==> config.mk <==
export PLATFORM = sky130hd
export DESIGN_NAME = intr_desc_exec
export DESIGN_NICKNAME = d
export VERILOG_FILES = /design/src/inc/xfer_pkg.sv /design/src/inc/sched_if.sv /design/src/poll_match.sv /design/src/intr_desc_exec.sv
export SDC_FILE = /design/constraint.sdc
export NUM_CORES = 1
export LEC_CHECK = 0
export ABC_CLOCK_PERIOD_IN_PS = 15100
export BUFFER_PORTS_ARGS = -buffer_cell sky130_fd_sc_hd__buf_2
export CORE_ASPECT_RATIO = 1.75
export CORE_MARGIN = 10
export CORE_UTILIZATION = 30
export DETAILED_ROUTE_END_ITERATION = 8
export PLACE_DENSITY_LB_ADDON = 0.2
export SYNTH_ARGS = -nofsm -noshare
export SYNTH_HDL_FRONTEND = slang
export SYNTH_HIERARCHICAL = 1
export SYNTH_SLANG_ARGS = --single-unit
export TNS_END_PERCENT = 50
==> constraint.sdc <==
create_clock -name CLK_I -period 15.1 [get_ports CLK_I]
set_clock_uncertainty 0.2 [all_clocks]
set_input_delay 2.265 -clock CLK_I [delete_from_list [all_inputs] [get_ports CLK_I]]
set_output_delay 2.265 -clock CLK_I [all_outputs]
set_load 0.05 [all_outputs]
==> src/inc/xfer_pkg.sv <==
// Shared constants and types for the interrupt transfer descriptor engine
package xfer_pkg;
    localparam int ADDR_W = 8;
    localparam int DATA_W = 32;

    // Register byte offsets
    localparam logic [7:0] OFS_DESC_W0  = 8'h00;
    localparam logic [7:0] OFS_DESC_W1  = 8'h04;
    localparam logic [7:0] OFS_DESC_W2  = 8'h08;
    localparam logic [7:0] OFS_DESC_W3  = 8'h0C;
    localparam logic [7:0] OFS_DESC_W4  = 8'h10;
    localparam logic [7:0] OFS_FRAME    = 8'h14;
    localparam logic [7:0] OFS_IRQ_STAT = 8'h18;
    localparam logic [7:0] OFS_IRQ_MASK = 8'h1C;

    localparam logic [31:0] WORD_RESET = 32'h0000_0000;

    // Descriptor word 0
    localparam int VALID_BIT  = 0;
    localparam int TOTAL_LSB  = 3;
    localparam int TOTAL_W    = 15;
    localparam int MAXPKT_LSB = 18;
    localparam int MAXPKT_W   = 11;
    localparam int MULT_LSB   = 29;
    localparam int MULT_W     = 2;
    // Descriptor word 1
    localparam int TOKEN_LSB    = 10;
    localparam int SPLIT_BIT    = 14;
    localparam int HUB_PORT_LSB = 18;
    localparam int HUB_DEV_LSB  = 25;
    localparam int HUB_W        = 7;
    localparam logic [1:0] TOKEN_IN = 2'b01;
    // Descriptor word 2 and word 4
    localparam int FSEL_LSB = 3;
    localparam int FSEL_W   = 5;
    localparam int MASK_LSB = 0;
    localparam int MASK_W   = 8;
    // Descriptor word 3
    localparam int DONE_LSB   = 0;
    localparam int TOGGLE_BIT = 25;

    // Frame timing
    localparam int UFRAME_W = 3;
    localparam int FRAME_W  = 11;

    // Interrupt status bits
    localparam int IRQ_W     = 2;
    localparam int IRQ_DONE  = 0;
    localparam int IRQ_FATAL = 1;

    typedef enum logic [1:0] {
        ST_IDLE  = 2'b00,
        ST_ISSUE = 2'b01,
        ST_WAIT  = 2'b10
    } exec_state_t;
endpackage

==> src/inc/sched_if.sv <==
// Carrier between the descriptor engine and its polling-slot matcher
`timescale 1ns/1ps
interface sched_if;
    import xfer_pkg::*;
    logic [FSEL_W-1:0]   frame_low;
    logic [UFRAME_W-1:0] uframe;
    logic [FSEL_W-1:0]   frame_sel;
    logic [MASK_W-1:0]   act_mask;
    logic                hit;
    modport engine (output frame_low, output uframe, output frame_sel, output act_mask, input hit);
    modport matcher (input frame_low, input uframe, input frame_sel, input act_mask, output hit);
endinterface

==> src/poll_match.sv <==
// Decides whether the current microframe is a polling slot for the descriptor
`timescale 1ns/1ps
module poll_match
    import xfer_pkg::*;
(
    sched_if.matcher sif
);
    // Ones from the top set bit of the frame selector downward
    function automatic logic [FSEL_W-1:0] fill_down(input logic [FSEL_W-1:0] v);
        logic [FSEL_W-1:0] r;
        r = v;
        for (int i = 1; i < FSEL_W; i++) begin
            r = r | (r >> i);
        end
        return r;
    endfunction

    wire [FSEL_W-1:0] phase_bits = fill_down(sif.frame_sel);
    wire              uf_active  = sif.act_mask[sif.uframe];
    wire              sub_ms     = (sif.frame_sel == '0);
    // Period is twice the top selector bit; the frame number modulo that period must equal the selector
    wire              frame_ok   = (((sif.frame_low ^ sif.frame_sel) & phase_bits) == '0);

    assign sif.hit = uf_active && (sub_ms || frame_ok);
endmodule

==> src/intr_desc_exec.sv <==
// Executes one periodic interrupt transfer descriptor toward a downstream endpoint
// Overview of operation
// - Multiplier field gives how many packets may go out per execution.
// - Each packet is limited to the maximum packet size field.
// - Total length field is the full byte count moved, up to 32767.
// - Hardware clears valid on completion or on a fatal error.
// - Zero frame select: poll in each microframe whose activity bit is set.
// - Split descriptors carry seven-bit hub number and hub port.
// - Software writes the current toggle; hardware writes back the next one.
//
// The placing of the registers and the strobed register port were chosen for this implementation.
`timescale 1ns/1ps
module intr_desc_exec
    import xfer_pkg::*;
#(
    parameter int MAXPKT_BITS = MAXPKT_W,
    parameter int TOTAL_BITS  = TOTAL_W
) (
    input  wire logic              CLK_I,
    input  wire logic              RST_N_I,
    input  wire logic [ADDR_W-1:0] REG_ADDR_I,
    input  wire logic [DATA_W-1:0] REG_WDATA_I,
    input  wire logic              REG_WR_I,
    input  wire logic              REG_RD_I,
    output logic      [DATA_W-1:0] REG_RDATA_O,
    input  wire logic              MFRAME_TICK_I,
    output logic                   PKT_REQ_O,
    output logic [MAXPKT_BITS-1:0] PKT_BYTES_O,
    output logic                   PKT_IN_O,
    output logic                   PKT_TOGGLE_O,
    output logic                   PKT_SPLIT_O,
    output logic       [HUB_W-1:0] HUB_DEV_O,
    output logic       [HUB_W-1:0] HUB_PORT_O,
    input  wire logic              PKT_DONE_I,
    input  wire logic [MAXPKT_BITS-1:0] PKT_COUNT_I,
    input  wire logic              PKT_FATAL_I,
    output logic                   IRQ_O
);
    function automatic logic [TOTAL_BITS-1:0] min_len(input logic [TOTAL_BITS-1:0] a,
                                                      input logic [TOTAL_BITS-1:0] b);
        return (a < b) ? a : b;
    endfunction

    // Register state
    logic [DATA_W-1:0]   w0;
    logic [DATA_W-1:0]   w1;
    logic [DATA_W-1:0]   w2;
    logic [DATA_W-1:0]   w4;
    logic [TOTAL_BITS-1:0] bytes_done_count;
    logic                toggle_bit;
    logic [IRQ_W-1:0]    irq_stat;
    logic [IRQ_W-1:0]    irq_mask;
    logic [UFRAME_W-1:0] uframe;
    logic [FRAME_W-1:0]  frame_num;
    logic                tick_d;

    // Execution state
    exec_state_t         state;
    exec_state_t         next_state;
    logic [MULT_W-1:0]   pkts_left;
    logic [MULT_W-1:0]   next_pkts_left;
    logic [MAXPKT_BITS-1:0] pkt_bytes;

    sched_if sif ();

    poll_match u_match (
        .sif (sif)
    );

    // Field views of the descriptor
    wire                    desc_valid          = w0[VALID_BIT];
    wire [TOTAL_BITS-1:0]   total_bytes_to_move = w0[TOTAL_LSB +: TOTAL_BITS];
    wire [MAXPKT_BITS-1:0]  max_packet_bytes    = w0[MAXPKT_LSB +: MAXPKT_BITS];
    wire [MULT_W-1:0]       mult                = w0[MULT_LSB +: MULT_W];
    wire [TOTAL_BITS-1:0]   max_pkt_ext         = TOTAL_BITS'(max_packet_bytes);
    wire [TOTAL_BITS-1:0]   remaining           = total_bytes_to_move - bytes_done_count;

    assign sif.frame_low = frame_num[FSEL_W-1:0];
    assign sif.uframe    = uframe;
    assign sif.frame_sel = w2[FSEL_LSB +: FSEL_W];
    assign sif.act_mask  = w4[MASK_LSB +: MASK_W];

    // Register decode
    wire wr_w0   = REG_WR_I && (REG_ADDR_I == OFS_DESC_W0);
    wire wr_w1   = REG_WR_I && (REG_ADDR_I == OFS_DESC_W1);
    wire wr_w2   = REG_WR_I && (REG_ADDR_I == OFS_DESC_W2);
    wire wr_w3   = REG_WR_I && (REG_ADDR_I == OFS_DESC_W3);
    wire wr_w4   = REG_WR_I && (REG_ADDR_I == OFS_DESC_W4);
    wire wr_stat = REG_WR_I && (REG_ADDR_I == OFS_IRQ_STAT);
    wire wr_mask = REG_WR_I && (REG_ADDR_I == OFS_IRQ_MASK);

    // Packet completion bookkeeping
    wire [TOTAL_BITS-1:0] got_bytes  = min_len(TOTAL_BITS'(PKT_COUNT_I), TOTAL_BITS'(pkt_bytes));
    wire [TOTAL_BITS-1:0] done_sum   = bytes_done_count + got_bytes;
    wire                  short_pkt  = got_bytes < TOTAL_BITS'(pkt_bytes);
    wire                  reached    = done_sum >= total_bytes_to_move;
    wire                  pkt_ok     = (state == ST_WAIT) && PKT_DONE_I && !PKT_FATAL_I;
    wire                  pkt_fatal  = (state == ST_WAIT) && PKT_FATAL_I;
    wire                  empty_job  = (state == ST_ISSUE) && (remaining == '0);
    wire                  finished   = (pkt_ok && (short_pkt || reached)) || empty_job;
    wire                  clear_valid = finished || pkt_fatal;
    wire                  slot_start = tick_d && desc_valid && sif.hit && (mult != '0);

    wire [IRQ_W-1:0] irq_event = {pkt_fatal, finished};

    always_comb begin
        next_state     = state;
        next_pkts_left = pkts_left;
        case (state)
            ST_IDLE: begin
                if (slot_start) begin
                    next_pkts_left = mult;
                    next_state     = ST_ISSUE;
                end
            end
            ST_ISSUE: begin
                if (empty_job) begin
                    next_state = ST_IDLE;
                end else begin
                    next_state = ST_WAIT;
                end
            end
            ST_WAIT: begin
                if (pkt_fatal || finished) begin
                    next_state = ST_IDLE;
                end else if (pkt_ok) begin
                    next_pkts_left = pkts_left - MULT_W'(1);
                    // Spent packets wait for the next polling slot
                    next_state = (pkts_left == MULT_W'(1)) ? ST_IDLE : ST_ISSUE;
                end
            end
            default: begin
                next_state = ST_IDLE;
            end
        endcase
    end

    always_ff @(posedge CLK_I or negedge RST_N_I) begin
        if (!RST_N_I) begin
            state     <= ST_IDLE;
            pkts_left <= '0;
            pkt_bytes <= '0;
        end else begin
            state     <= next_state;
            pkts_left <= next_pkts_left;
            if (state != ST_ISSUE && next_state == ST_ISSUE || state == ST_WAIT && next_state == ST_ISSUE) begin
                // Length of the coming packet, computed from the current progress
                pkt_bytes <= MAXPKT_BITS'(min_len(max_pkt_ext, pkt_ok ? total_bytes_to_move - done_sum
                                                                      : remaining));
            end
        end
    end

    // Microframe counter advances on each microframe start; frame counter on the start that wraps the microframe count
    always_ff @(posedge CLK_I or negedge RST_N_I) begin
        if (!RST_N_I) begin
            uframe    <= '0;
            frame_num <= '0;
            tick_d    <= 1'b0;
        end else begin
            tick_d <= MFRAME_TICK_I;
            if (MFRAME_TICK_I) begin
                uframe <= uframe + UFRAME_W'(1);
                if (uframe == '1) begin
                    frame_num <= frame_num + FRAME_W'(1);
                end
            end
        end
    end

    // Descriptor words; a software write beats a hardware clear in the same cycle
    always_ff @(posedge CLK_I or negedge RST_N_I) begin
        if (!RST_N_I) begin
            w0 <= WORD_RESET;
            w1 <= WORD_RESET;
            w2 <= WORD_RESET;
            w4 <= WORD_RESET;
        end else begin
            if (wr_w0) begin
                w0 <= REG_WDATA_I;
            end else if (clear_valid) begin
                w0[VALID_BIT] <= 1'b0;
            end
            if (wr_w1) begin
                w1 <= REG_WDATA_I;
            end
            if (wr_w2) begin
                w2 <= REG_WDATA_I;
            end
            if (wr_w4) begin
                w4 <= REG_WDATA_I;
            end
        end
    end

    // Progress and toggle; hardware update wins over a software load
    always_ff @(posedge CLK_I or negedge RST_N_I) begin
        if (!RST_N_I) begin
            bytes_done_count <= '0;
            toggle_bit       <= 1'b0;
        end else if (pkt_ok) begin
            bytes_done_count <= done_sum;
            toggle_bit       <= ~toggle_bit;
        end else if (wr_w3) begin
            bytes_done_count <= REG_WDATA_I[DONE_LSB +: TOTAL_BITS];
            toggle_bit       <= REG_WDATA_I[TOGGLE_BIT];
        end
    end

    // Sticky events: set wins over a write-one clear
    always_ff @(posedge CLK_I or negedge RST_N_I) begin
        if (!RST_N_I) begin
            irq_stat <= '0;
            irq_mask <= '0;
        end else begin
            irq_stat <= (irq_stat & ~(wr_stat ? REG_WDATA_I[IRQ_W-1:0] : '0)) | irq_event;
            if (wr_mask) begin
                irq_mask <= REG_WDATA_I[IRQ_W-1:0];
            end
        end
    end

    // Read mux; unmapped offsets read zero
    logic [DATA_W-1:0] rd_mux;
    always_comb begin
        case (REG_ADDR_I)
            OFS_DESC_W0:  rd_mux = w0;
            OFS_DESC_W1:  rd_mux = w1;
            OFS_DESC_W2:  rd_mux = w2;
            OFS_DESC_W3:  rd_mux = (DATA_W'(toggle_bit) << TOGGLE_BIT) | DATA_W'(bytes_done_count);
            OFS_DESC_W4:  rd_mux = w4;
            OFS_FRAME:    rd_mux = DATA_W'({frame_num, uframe});
            OFS_IRQ_STAT: rd_mux = DATA_W'(irq_stat);
            OFS_IRQ_MASK: rd_mux = DATA_W'(irq_mask);
            default:      rd_mux = '0;
        endcase
    end

    always_ff @(posedge CLK_I or negedge RST_N_I) begin
        if (!RST_N_I) begin
            REG_RDATA_O <= '0;
        end else begin
            REG_RDATA_O <= REG_RD_I ? rd_mux : '0;
        end
    end

    assign PKT_REQ_O    = (state == ST_WAIT);
    assign PKT_BYTES_O  = pkt_bytes;
    assign PKT_IN_O     = (w1[TOKEN_LSB +: $bits(TOKEN_IN)] == TOKEN_IN);
    assign PKT_TOGGLE_O = toggle_bit;
    assign PKT_SPLIT_O  = w1[SPLIT_BIT];
    assign HUB_DEV_O    = w1[HUB_DEV_LSB +: HUB_W];
    assign HUB_PORT_O   = w1[HUB_PORT_LSB +: HUB_W];
    assign IRQ_O        = |(irq_stat & irq_mask);
endmodule

==> results.md <==
* Drt first pass iters at 4
* Worst min-delay path category: reg2reg
* Slew Viols, Final at 0
* Total Wirelength at 39,570 um
* Drt wl/cell at 23.37 um
* Crit path DAT at 9530 ps
* Hold path cells at 2
* Largest net degree at the start of global routing at 91
* Htree depth at 1
* Top-Level Pins at 120
* Worst Hold Launch: w1[0]$_DFFE_PN0P_
* Synth top area cells: dfrtp_1 44%, mux2_2 14%, ha_1 7.9%, a22oi_1 4.7%, a21oi_1 2.9%
* Clock buffer depth at 3
* Setup TNS Final at 0 ps
* Required @ worst endpoint at 15,330 ps
* Post-Syn Area per Cell at 11.07 um2
* Min Tclk post-route at 9299 ps
* Main flop type after synthesis: dfrtp_1
* Reg2Reg Depth at 31
* Drt via density at 5.403
* CTS root buffer: clkbuf_16
* Post-synth ARST share at 100.0%
* VDD IR max at 0.00007344 V
* Slew @ Worst Pin at 1018 ps
* Die H at 285.0 um
* Maxcap violations at 0
* Antenna Violating Nets Remaining at 0
* Clk pin slew, worst setup/hold paths at 60 ps
* Unrepaired setup endpoints after global routing: false
* Hold Vio Cnt, Final at 0
* Hold-fix buffers, CTS at 0
* Clk sinks at 210
* CP Launch Point: PKT_COUNT_I[2]
* Synth Cell Area at 12,030 um2
* Total power at 0.001466 W
* Area leader, netlist: dfrtp_1
* Register share of total power at 43.1%
* Final setup violation count at 0
* FF-to-FF End: PKT_BYTES_O[6]$_DFFE_PN0P_
* Critical path class: in2reg
* Worst flop-to-flop path startpoint: PKT_BYTES_O[2]$_DFFE_PN0P_
* DRC viols at 0
* Area share of the leading cell type in the synthesized netlist at 43.67%
* Core Area at 39,810 um2
* Net count after synthesis at 1,224
* Largest stage delay, worst path at 700 ps
* Routed vias at 9,148
* Clk pwr share at 37.9%
* Initial antenna violation count at 5
* Max FO, Critical Path at 16
* Unique cell type count in the Yosys netlist at 72
* RePlAce Congestion at 0.9138
* Rel. slew slack at 31.89%
* Internal power at 0.001034 W
* DIE AREA at 48,840 um2
* Yosys warns at 6
* Comb power frac at 18.9%
* Vias in the first global route at 9,736
* Hpwl dp at 29,850 um
* CP max-delay cell: nor2_1
* Clock insertion delay at the later pin of the skew report at 520 ps
* Number of synthesized register bits at 210
* Die width at 171.4 um
* EDFF count, synth at 0
* Initial core utilization at 30.23%
* CP Launch Type: input pin
* Net Sw Power at 0.0004324 W
* Sequential fraction of the synthesis area at 43.67%
* Cells after synthesis at 1,087
* Total GRT Usage at 16.11%
* # rows at 97
* Most common cell on crit path: ha_1
* Crit path capture type: flop
* Switching Fraction at 29.49%
* CTS tree: yes
* Num CTS Buffers at 22
* Post-CTS sizing at 0
* Leakage at 6.618 nW
* Final Cycle Share at 61.58%
* Fmax at 107.5 MHz
* First-pass GRT wire length at 60,250 um
* Grt ovf at 0
* Fraction of layout cells with a size suffix above 1 at 28.88%
* Reg2reg setup slack at 7150 ps
* Synth-to-Final Area Change at 14.83%
* Hold endpoint: w1[0]$_DFFE_PN0P_
* Number of DRC markers in iteration 0 at 498
* Pwr dens at 106.1 nW/um2
* I/O Buffers at 119
* # Post-CTS Setup Buffers at 0
* Fin nets at 1,321
* Status: complete, no violations
* # diodes at 0
==> critical path: cells and delay by family <==
kind	cells	cell delay, ps
buffers and inverters	1	110
adder cells (fa/ha/maj)	5	1610
multiplexers	3	940
XOR/XNOR	2	390
AO/OA/AOI/OAI	18	3400
AND/OR/NAND/NOR	2	770
==> sequential cells by signal, summed over array words and instances (netlist names) <==
| register | flops |
|---|---|
| tick_d | 1 |
| state | 2 |
| frame_num | 11 |
| pkts_left | 2 |
| irq_mask | 2 |
| w0 | 32 |
| PKT_TOGGLE_O | 1 |
| w2 | 32 |
| w1 | 32 |
| REG_RDATA_O | 32 |
| irq_stat | 2 |
| w4 | 32 |
| bytes_done_count | 15 |
| sif.uframe | 3 |
| PKT_BYTES_O | 11 |
==> layout make-up <==
type,instances,area [um2]
clock inverter,6,58.81
multi-input combinational,770,6326
sequential,210,5255
timing repair buffer,131,695.7
fill,4051,25990
clock buffer,32,679.4
tap,495,619.3
inverter,49,183.9
==> worst max-delay path by stage <==
stage,end
3_5_place_dp,PKT_BYTES_O[6]$_DFFE_PN0P_
3_3_place_gp,PKT_BYTES_O[6]$_DFFE_PN0P_
6_report,PKT_BYTES_O[6]$_DFFE_PN0P_
4_1_cts,PKT_BYTES_O[6]$_DFFE_PN0P_
5_1_grt,PKT_BYTES_O[6]$_DFFE_PN0P_
2_1_floorplan,PKT_BYTES_O[10]$_DFFE_PN0P_
==> cell families (layout without fill, tap and decap cells) <==
logic type               Yosys count  count (layout)  synth area share (%)
AO/OA/AOI/OAI                    295             295                 17.19
XOR/XNOR                          47              47                 3.483
adder cells (fa/ha/maj)           81              81                 8.567
buffers and inverters            107             218                 3.930
flip-flops                       210             210                 43.67
multiplexers                     163             163                 15.40
AND/OR/NAND/NOR                  184             184                 7.767
==> power by group through the flow <==
stage	Clock [W]	Combinational [W]	Sequential [W]
detailed placement	0	0.000278	0.000643
CTS	0.000572	0.000279	0.000633
floorplan	0	0.000190	0.000628
global placement	0	0.000276	0.000643
global route	0.000590	0.000306	0.000637
finish	0.000556	0.000278	0.000633
==> cells in the mapped netlist (all sizes together), types with 4 or more instances <==
master	instances
dfrtp	210
mux2	148
a22oi	76
ha	76
a21oi	71
inv	49
nand2	46
nor2	42
clkbuf	34
xnor2	29
o21ai	28
a21o	25
buf	24
a211oi	20
a31oi	18
and3	18
nand3	18
xor2	18
mux2i	13
nor3	11
o21a	10
nand2b	9
nor2b	8
nand4	6
nor4	6
a22o	5
o22ai	5
or3	5
a221oi	4
and2	4
o21bai	4
==> per-layer routing <==
layer | global-route usage, % | up-vias | routed length, um
met4 | 7.026 | 6 | 1671
met1 | 17.60 | 4641 | 15250
met3 | 2.283 | 73 | 1501
met5 | 0 | - | 40
met2 | 29.85 | 203 | 21110
li1 | - | 4225 | -
==> through the flow <==
| stage | instances | cell area (um2) | setup WS (ps) | utilization, % | hold slack (ps) |
|---|---|---|---|---|---|
| 2_1_floorplan | 1087 | 12030 | 6593 | - | 246.2 |
| 3_3_place_gp | 1655 | 13080 | 5475 | 32.86 | 263.0 |
| 3_5_place_dp | 1655 | 13080 | 5321 | 32.86 | 279.9 |
| 4_1_cts | 1693 | 13820 | 5844 | 34.71 | 290.1 |
| 5_1_grt | 1693 | 13820 | 5211 | 34.71 | 304.6 |
| 6_report | 1693 | 13820 | 5801 | 34.71 | 288.2 |
==> placed cells by master, fill, tap and decap left out, types with 18 or more instances in the layout <==
cell type / count
a211oi_1: 19
a21o_1: 21
a21oi_1: 69
a22oi_1: 76
a31oi_1: 18
buf_2: 118
clkbuf_16: 23
dfrtp_1: 210
ha_1: 76
inv_1: 49
mux2_2: 147
nand2_1: 45
nand3_1: 18
nor2_1: 39
o21ai_0: 28
xnor2_1: 29
Note: power is estimated with default switching activity, not from simulation.
